$ cat src/rtl/sca_pkg.sv
package sca_pkg;

   // Counter and register geometry.
   localparam int          CNT_W      = 32;
   localparam int          HALF_W     = 16;
   localparam int          ADDR_W     = 5;
   localparam int          DATA_W     = 32;

   // Register word offsets (byte addresses).
   localparam logic [4:0]  OFF_CNT_LO  = 5'h00;
   localparam logic [4:0]  OFF_CNT_HI  = 5'h04;
   localparam logic [4:0]  OFF_MATCH_LO = 5'h08;
   localparam logic [4:0]  OFF_MATCH_HI = 5'h0C;
   localparam logic [4:0]  OFF_STAT    = 5'h10;
   localparam logic [4:0]  OFF_LOAD_LO = 5'h14;
   localparam logic [4:0]  OFF_LOAD_HI = 5'h18;
   localparam logic [4:0]  OFF_CTRL    = 5'h1C;

   // Field positions.
   localparam int          CTRL_IE_BIT = 0;
   localparam int          STAT_IRQ_BIT = 0;

   // Reset values and the all-ones top count.
   localparam logic [31:0] CNT_RST     = 32'h0000_0000;
   localparam logic [31:0] ALL_ONES    = 32'hFFFF_FFFF;
   localparam logic [15:0] HALF_RST    = 16'h0000;
   localparam logic [31:0] DATA_ZERO   = 32'h0000_0000;
   localparam logic        IE_RST      = 1'b0;

   // APB request group as seen by the slave.
   typedef struct packed {
      logic              psel;
      logic              penable;
      logic              pwrite;
      logic [ADDR_W-1:0] paddr;
      logic [DATA_W-1:0] pwdata;
   } sca_apb_req_t;

endpackage

$ cat src/rtl/sca_seconds_alarm.sv
`timescale 1ns/1ps
`default_nettype none

module sca_seconds_alarm
   import sca_pkg::*;
(
   // Clock and reset.
   input  wire logic              core_clk,
   input  wire logic              rst_n,
   // APB slave request and answer.
   input  wire sca_apb_req_t      apb_req,
   output logic [DATA_W-1:0]      prdata,
   output logic                   pready,
   output logic                   pslverr,
   // One hertz tick pin, asynchronous to core_clk.
   input  wire logic              tick_1hz,
   // Alarm interrupt, active high.
   output logic                   alarm_interrupt
);

   // True when the address selects the given register word.
   function automatic logic reg_hit(input logic [ADDR_W-1:0] a,
                                    input logic [ADDR_W-1:0] off);
      reg_hit = (a == off);
   endfunction

   logic              tick_s1_q;
   logic              tick_s2_q;
   logic              tick_s3_q;
   logic              tick_edge;
   logic [CNT_W-1:0]  cnt_q;
   logic [HALF_W-1:0] snap_q;
   logic [HALF_W-1:0] match_lo_q;
   logic [HALF_W-1:0] match_hi_q;
   logic [HALF_W-1:0] load_lo_q;
   logic [HALF_W-1:0] load_hi_q;
   logic              load_pend_q;
   logic              ctrl_ie_q;
   logic              stat_q;
   logic              stat_d;
   logic              match_eq;
   logic              match_prev_q;
   logic              match_rise;
   logic              setup;
   logic              access;
   logic              wr_acc;
   logic              mapped;
   logic [DATA_W-1:0] rd_data;

   // The tick pin passes two flip-flops; the third only feeds the edge finder.
   always_ff @(posedge core_clk or negedge rst_n) begin
      if (!rst_n) begin
         tick_s1_q <= 1'b0;
         tick_s2_q <= 1'b0;
         tick_s3_q <= 1'b0;
      end else begin
         tick_s1_q <= tick_1hz;
         tick_s2_q <= tick_s1_q;
         tick_s3_q <= tick_s2_q;
      end
   end

   assign tick_edge = tick_s2_q & ~tick_s3_q;

   // APB phases: one wait-free access phase after each setup phase.
   assign setup  = apb_req.psel & ~apb_req.penable;
   assign access = apb_req.psel & apb_req.penable & pready;
   assign wr_acc = access & apb_req.pwrite;
   assign mapped = reg_hit(apb_req.paddr, OFF_CNT_LO) | reg_hit(apb_req.paddr, OFF_CNT_HI)
                 | reg_hit(apb_req.paddr, OFF_MATCH_LO) | reg_hit(apb_req.paddr, OFF_MATCH_HI)
                 | reg_hit(apb_req.paddr, OFF_STAT) | reg_hit(apb_req.paddr, OFF_LOAD_LO)
                 | reg_hit(apb_req.paddr, OFF_LOAD_HI) | reg_hit(apb_req.paddr, OFF_CTRL);

   // Seconds counter; a pending load replaces the increment on the tick.
   always_ff @(posedge core_clk or negedge rst_n) begin
      if (!rst_n) begin
         cnt_q <= CNT_RST;
      end else if (tick_edge) begin
         if (load_pend_q) begin
            cnt_q <= {load_hi_q, load_lo_q};
         end else begin
            cnt_q <= cnt_q + 1'b1;
         end
      end
   end

   // A load_high write arms the load; the tick in the same cycle does not take it.
   always_ff @(posedge core_clk or negedge rst_n) begin
      if (!rst_n) begin
         load_pend_q <= 1'b0;
      end else if (wr_acc && reg_hit(apb_req.paddr, OFF_LOAD_HI)) begin
         load_pend_q <= 1'b1;
      end else if (tick_edge) begin
         load_pend_q <= 1'b0;
      end
   end

   // Writable halves and the control bit.
   always_ff @(posedge core_clk or negedge rst_n) begin
      if (!rst_n) begin
         match_lo_q <= HALF_RST;
         match_hi_q <= HALF_RST;
         load_lo_q  <= HALF_RST;
         load_hi_q  <= HALF_RST;
         ctrl_ie_q  <= IE_RST;
      end else if (wr_acc) begin
         if (reg_hit(apb_req.paddr, OFF_MATCH_LO)) begin
            match_lo_q <= apb_req.pwdata[HALF_W-1:0];
         end
         if (reg_hit(apb_req.paddr, OFF_MATCH_HI)) begin
            match_hi_q <= apb_req.pwdata[HALF_W-1:0];
         end
         if (reg_hit(apb_req.paddr, OFF_LOAD_LO)) begin
            load_lo_q <= apb_req.pwdata[HALF_W-1:0];
         end
         if (reg_hit(apb_req.paddr, OFF_LOAD_HI)) begin
            load_hi_q <= apb_req.pwdata[HALF_W-1:0];
         end
         if (reg_hit(apb_req.paddr, OFF_CTRL)) begin
            ctrl_ie_q <= apb_req.pwdata[CTRL_IE_BIT];
         end
      end
   end

   // The high half is caught at the same edge that samples the low half.
   always_ff @(posedge core_clk or negedge rst_n) begin
      if (!rst_n) begin
         snap_q <= HALF_RST;
      end else if (setup && !apb_req.pwrite && reg_hit(apb_req.paddr, OFF_CNT_LO)) begin
         snap_q <= cnt_q[CNT_W-1:HALF_W];
      end
   end

   // Only the rising edge of equality is an event, so a clear during a
   // one-second match window is not undone by the still-equal count.
   assign match_eq   = (cnt_q == {match_hi_q, match_lo_q});
   assign match_rise = match_eq & ~match_prev_q;

   // Sticky status: a new event wins over a clear in the same cycle.
   always_comb begin
      stat_d = stat_q;
      if (wr_acc && reg_hit(apb_req.paddr, OFF_STAT)) begin
         stat_d = 1'b0;
      end
      if (match_rise) begin
         stat_d = 1'b1;
      end
   end

   // Event detector, sticky status and the registered interrupt output.
   always_ff @(posedge core_clk or negedge rst_n) begin
      if (!rst_n) begin
         match_prev_q    <= 1'b1; // Zeroed count and match are equal; not an event.
         stat_q          <= 1'b0;
         alarm_interrupt <= 1'b0;
      end else begin
         match_prev_q    <= match_eq;
         stat_q          <= stat_d;
         alarm_interrupt <= stat_q & ctrl_ie_q;
      end
   end

   // Read data mux; unused upper bits read as zero.
   always_comb begin
      rd_data = DATA_ZERO;
      unique case (1'b1)
         reg_hit(apb_req.paddr, OFF_CNT_LO):   rd_data[HALF_W-1:0] = cnt_q[HALF_W-1:0];
         reg_hit(apb_req.paddr, OFF_CNT_HI):   rd_data[HALF_W-1:0] = snap_q;
         reg_hit(apb_req.paddr, OFF_MATCH_LO): rd_data[HALF_W-1:0] = match_lo_q;
         reg_hit(apb_req.paddr, OFF_MATCH_HI): rd_data[HALF_W-1:0] = match_hi_q;
         reg_hit(apb_req.paddr, OFF_STAT):     rd_data[STAT_IRQ_BIT] = alarm_interrupt;
         reg_hit(apb_req.paddr, OFF_LOAD_LO):  rd_data[HALF_W-1:0] = load_lo_q;
         reg_hit(apb_req.paddr, OFF_LOAD_HI):  rd_data[HALF_W-1:0] = load_hi_q;
         reg_hit(apb_req.paddr, OFF_CTRL):     rd_data[CTRL_IE_BIT] = ctrl_ie_q;
         default:                              rd_data = DATA_ZERO;
      endcase
   end

   // Answer is registered in setup so the access phase sees it at once.
   always_ff @(posedge core_clk or negedge rst_n) begin
      if (!rst_n) begin
         prdata  <= DATA_ZERO;
         pready  <= 1'b0;
         pslverr <= 1'b0;
      end else if (setup) begin
         prdata  <= apb_req.pwrite ? DATA_ZERO : rd_data;
         pready  <= 1'b1;
         pslverr <= ~mapped;
      end else begin
         prdata  <= DATA_ZERO;
         pready  <= 1'b0;
         pslverr <= 1'b0;
      end
   end
endmodule

`default_nettype wire

$ cat config.mk
export PLATFORM = sky130hd
export DESIGN_NAME = sca_seconds_alarm
export DESIGN_NICKNAME = d
export VERILOG_FILES = /design/src/rtl/sca_pkg.sv /design/src/rtl/sca_seconds_alarm.sv
export SDC_FILE = /design/constraint.sdc
export NUM_CORES = 1
export LEC_CHECK = 0
export BUFFER_PORTS_ARGS = -buffer_cell sky130_fd_sc_hd__clkbuf_2
export CAP_MARGIN = 15
export CORE_AREA = 2 2 156 158
export DETAILED_ROUTE_END_ITERATION = 6
export DIE_AREA = 0 0 158 160
export GPL_ROUTABILITY_DRIVEN = 1
export GPL_TIMING_DRIVEN = 0
export HOLD_SLACK_MARGIN = 0.12
export PLACE_DENSITY_LB_ADDON = 0.1
export SETUP_SLACK_MARGIN = 0.5
export SYNTH_ARGS = -nofsm -noshare
export SYNTH_HDL_FRONTEND = slang
export SYNTH_SLANG_ARGS = --single-unit
$ cat constraint.sdc
create_clock -name core_clk -period 2.55 [get_ports core_clk]
set_input_delay 0.1275 -clock core_clk [delete_from_list [all_inputs] [get_ports core_clk]]
set_output_delay 0.1275 -clock core_clk [all_outputs]
set_load 0.005 [all_outputs]
==> results.json <==
{
  "result_of_the_run": "complete, no violations",
  "post_syn_area_per_cell_um2": 11.07,
  "total_wire_length_after_detailed_routing_um": 24080,
  "layout_worst_path_cycle_share_pct": 76.61,
  "cts_num_sinks": 138,
  "power_frac_clock_pct": 46.8,
  "placedInstanceArea_mm2": 0.007691,
  "drt_iter0_drc": 541,
  "fp.dieArea_mm2": 0.02528,
  "synth_enable_flop_cells": 0,
  "grt_antenna_before_repair": 0,
  "post-route-worst-setup-slack_ns": 0.5966,
  "dr_total_vias": 5664,
  "max_freq_mhz": 511.9,
  "finalHoldViolCount": 0,
  "clock_insertion_delay_worst_skew_ns": 0.43,
  "total_power_uw": 5454,
  "placeableCoreArea_mm2": 0.02382,
  "synthesis.yosys.warnings": 0,
  "drc_errors": 0,
  "p_int_uw": 4051,
  "final_area_mm2": 0.008702,
  "grt.overflow.total": 0,
  "cts.htree.levels": 4,
  "share_of_flip_flops_with_an_asynchronous_set_or_reset_after_synthesis_pct": 100.0,
  "timing.max_slew.rel_slack_pct": 42.26,
  "synth_top_area_share_pct": 49.17,
  "drt_pass1_iterations": 7,
  "ys_seq_elements": 138,
  "cts_root_buffer": "sky130_fd_sc_hd__clkbuf_16",
  "post_drt_wl_per_cell_um": 22.21,
  "timing.reg2reg.setup_slack_ns": 0.60,
  "power_switching_share_pct": 25.73,
  "clk_pin_slew_ns": 0.06,
  "num-nets-final": 791,
  "row_count": 57,
  "grt_usage_pct": 19.99,
  "viasPerCell": 5.225,
  "grt_max_degree": 97,
  "tritoncts": "yes",
  "syn-instance-count": 630,
  "drive_gt1_share_pct": 32.37,
  "max_slew.worst_pin.slew_ns": 0.8662,
  "power.leakage_uw": 0.004109,
  "grt_pass1_vias": 5702,
  "period_needed_ns": 1.953,
  "grt_setup_unrepaired": "yes",
  "design.portCount": 78,
  "grt_first_pass_wirelength_um": 37000,
  "rr_endpoint": "cnt_q[29]",
  "critical_path.endpoint": "cnt_q[29]",
  "place_worst_setup_slack_ns": 0.1253,
  "regToRegStartpoint": "cnt_q[8]",
  "arrival_ns": 2.26,
  "area_delta_synth_final_pct": 24.80,
  "clock_skew_ns": 0.01528,
  "p_sw_uw": 1403,
  "startpoint": "cnt_q[8]",
  "die_width_um": 158,
  "tritoncts_buffer_count": 17,
  "utilization_pct": 36.53,
  "dp_hpwl_um": 16810,
  "multiInputGateArea_mm2": 0.003273,
  "timing.hold.worst.class": "in -> reg",
  "buffer_ports.inserted": 44,
  "synth_area_leader_cell": "sky130_fd_sc_hd__dfrtp_1",
  "setup_viol_count_final": 0,
  "syn_area_mm2": 0.006973,
  "worstSetupEndpointType": "flop",
  "yosys_most_used_dff": "sky130_fd_sc_hd__dfrtp_1",
  "cp_max_fo": 6,
  "final-seq-area_mm2": 0.003460,
  "floorplan.die.height_um": 160,
  "maxCapViolCount": 0,
  "power.density_mw_per_mm2": 626.8,
  "worstSetupPathType": "reg -> reg",
  "vdd_ir_drop_max_uv": 360.3,
  "insertedDiodeCount": 0,
  "start_util_pct": 29.27,
  "post_synth_main_area_contributors": "sky130_fd_sc_hd__dfrtp_1 (49%), sky130_fd_sc_hd__mux2_2 (15%), sky130_fd_sc_hd__xor2_1 (4.0%)",
  "post_synth_num_cell_types": 56,
  "number_of_cells_on_the_worst_reg_to_reg_path": 6,
  "fin_hold_ws_ns": 0.1673,
  "final_count_of_pins_violating_max_slew": 0,
  "drt.antenna.violating_nets": 0,
  "gp_congestion": 0.8780,
  "holdPathStages": 5,
  "fill_cells": 2444,
  "critPathRequiredTime_ns": 2.85,
  "share_comb_of_total_power_pct": 10.1,
  "cp-start-kind": "flop",
  "ys_seq_area_share_pct": 49.54,
  "share_seq_of_total_power_pct": 43.1,
  "max-clock-path-buffers": 2
}
==> critical path, stage by stage, from the launching register on <==
cell and delay [ns]:
sky130_fd_sc_hd__dfrtp_1 0.48, sky130_fd_sc_hd__nand3_4 0.16, sky130_fd_sc_hd__nor4_4 0.28, sky130_fd_sc_hd__buf_4 0.19, sky130_fd_sc_hd__nand4_1 0.13, sky130_fd_sc_hd__and3_1 0.22, sky130_fd_sc_hd__or3_1 0.36
==> logic make-up after synthesis <==
group / count (synthesis) / share of synthesized area (%)
compound gates: 141 / 13.49
xor+xnor: 33 / 4.145
fa+ha+maj: 1 / 0.1794
buf+inv: 68 / 4.988
flops: 138 / 49.54
mux: 100 / 16.06
other cells: 1 / 0.05378
simple gates: 148 / 11.54
==> state kept, by name, indices dropped and copies added (netlist names) <==
| register | flops |
|---|---|
| alarm_interrupt | 1 |
| cnt_q | 32 |
| ctrl_ie_q | 1 |
| load_hi_q | 16 |
| load_lo_q | 16 |
| load_pend_q | 1 |
| match_hi_q | 16 |
| match_lo_q | 16 |
| match_prev_q | 1 |
| prdata | 16 |
| pready | 1 |
| pslverr | 1 |
| snap_q | 16 |
| stat_q | 1 |
| tick_s1_q | 1 |
| tick_s2_q | 1 |
| tick_s3_q | 1 |
==> area by class of cell <==
| type | instances | area share [%] |
|---|---|---|
| multi-input cells | 439 | 37.61 |
| clock inverters | 11 | 1.697 |
| repair buffers | 83 | 6.887 |
| clock buffers | 21 | 5.176 |
| well taps | 324 | 4.659 |
| flip-flops and latches | 138 | 39.76 |
| plain buffers | 61 | 3.911 |
| inverters | 7 | 0.3019 |
==> through the flow <==
stage | instances | TNS, ns
2_1_floorplan | 645 | 0
3_3_place_gp | 1013 | -144.20
3_5_place_dp | 1014 | 0
4_1_cts | 1078 | 0
5_1_grt | 1084 | 0
6_report | 1084 | 0
==> power by group through the flow <==
| stage | Clock, uW | Combinational, uW | Sequential [uW] |
|---|---|---|---|
| after floorplan | 0 | 289 | 2360 |
| after detailed placement | 0 | 496 | 2390 |
| after global routing | 2700 | 602 | 2360 |
| after CTS | 2600 | 531 | 2350 |
| final | 2550 | 552 | 2350 |
| after global placement | 0 | 487 | 2380 |
==> synthesized netlist by cell type (11+ instances only) <==
master	count
sky130_fd_sc_hd__a222oi_1	14
sky130_fd_sc_hd__dfrtp_1	137
sky130_fd_sc_hd__and3_1	11
sky130_fd_sc_hd__buf_4	20
sky130_fd_sc_hd__nand3_1	15
sky130_fd_sc_hd__nand4_1	11
sky130_fd_sc_hd__clkbuf_1	23
sky130_fd_sc_hd__mux2_2	95
sky130_fd_sc_hd__nor4_1	13
sky130_fd_sc_hd__xor2_1	32
sky130_fd_sc_hd__nor3_1	13
sky130_fd_sc_hd__a21oi_1	39
sky130_fd_sc_hd__nor2_1	21
sky130_fd_sc_hd__buf_2	14
sky130_fd_sc_hd__a22oi_1	21
sky130_fd_sc_hd__nand2_1	32
sky130_fd_sc_hd__o21ai_0	26
==> per-layer routing <==
metal,vias up,global-route usage [%],part of all wire (%)
li1,2554,-,-
met1,2904,27.87,45
met2,184,31.40,48
met3,22,4.016,5.6
met4,0,5.938,1.8
met5,-,0,0
==> placed cells by master, fill, tap and decap left out, types with 4 or more instances in the layout <==
master	instances
sky130_fd_sc_hd__a211oi_1	5
sky130_fd_sc_hd__a21o_1	5
sky130_fd_sc_hd__a21oi_1	39
sky130_fd_sc_hd__a222oi_1	14
sky130_fd_sc_hd__a22oi_1	21
sky130_fd_sc_hd__a311oi_1	4
sky130_fd_sc_hd__and2_1	5
sky130_fd_sc_hd__and3_1	11
sky130_fd_sc_hd__buf_2	12
sky130_fd_sc_hd__buf_4	36
sky130_fd_sc_hd__clkbuf_1	21
sky130_fd_sc_hd__clkbuf_16	17
sky130_fd_sc_hd__clkbuf_2	51
sky130_fd_sc_hd__clkinvlp_4	4
sky130_fd_sc_hd__conb_1	16
sky130_fd_sc_hd__dfrtp_1	133
sky130_fd_sc_hd__dfrtp_2	4
sky130_fd_sc_hd__dlygate4sd3_1	23
sky130_fd_sc_hd__inv_1	6
sky130_fd_sc_hd__mux2_2	95
sky130_fd_sc_hd__mux2i_1	5
sky130_fd_sc_hd__nand2_1	31
sky130_fd_sc_hd__nand3_1	13
sky130_fd_sc_hd__nand4_1	11
sky130_fd_sc_hd__nor2_1	21
sky130_fd_sc_hd__nor3_1	13
sky130_fd_sc_hd__nor4_1	12
sky130_fd_sc_hd__o21ai_0	26
sky130_fd_sc_hd__o22ai_1	6
sky130_fd_sc_hd__or3_1	8
sky130_fd_sc_hd__xor2_1	32
==> what timing repair did <==
item,CTS,global route
hold buffers,23,0
setup endpoints to repair,46,26
pin swaps,4,1
resized for setup,10,17
endpoints found under the hold margin,206,0
buffers inserted,9,6
==> worst min path at each step <==
stage | from | endpoint | slack [ns]
detailed placement | rst_n | prdata[10] | 0.08
finish | apb_req[38] | prdata[0] | 0.17
floorplan | rst_n | alarm_interrupt | -0.17
global route | apb_req[34] | stat_q | 0.18
CTS | apb_req[38] | prdata[0] | 0.15
global placement | tick_1hz | tick_s1_q | 0.24
(Power assumes the default switching activity.)
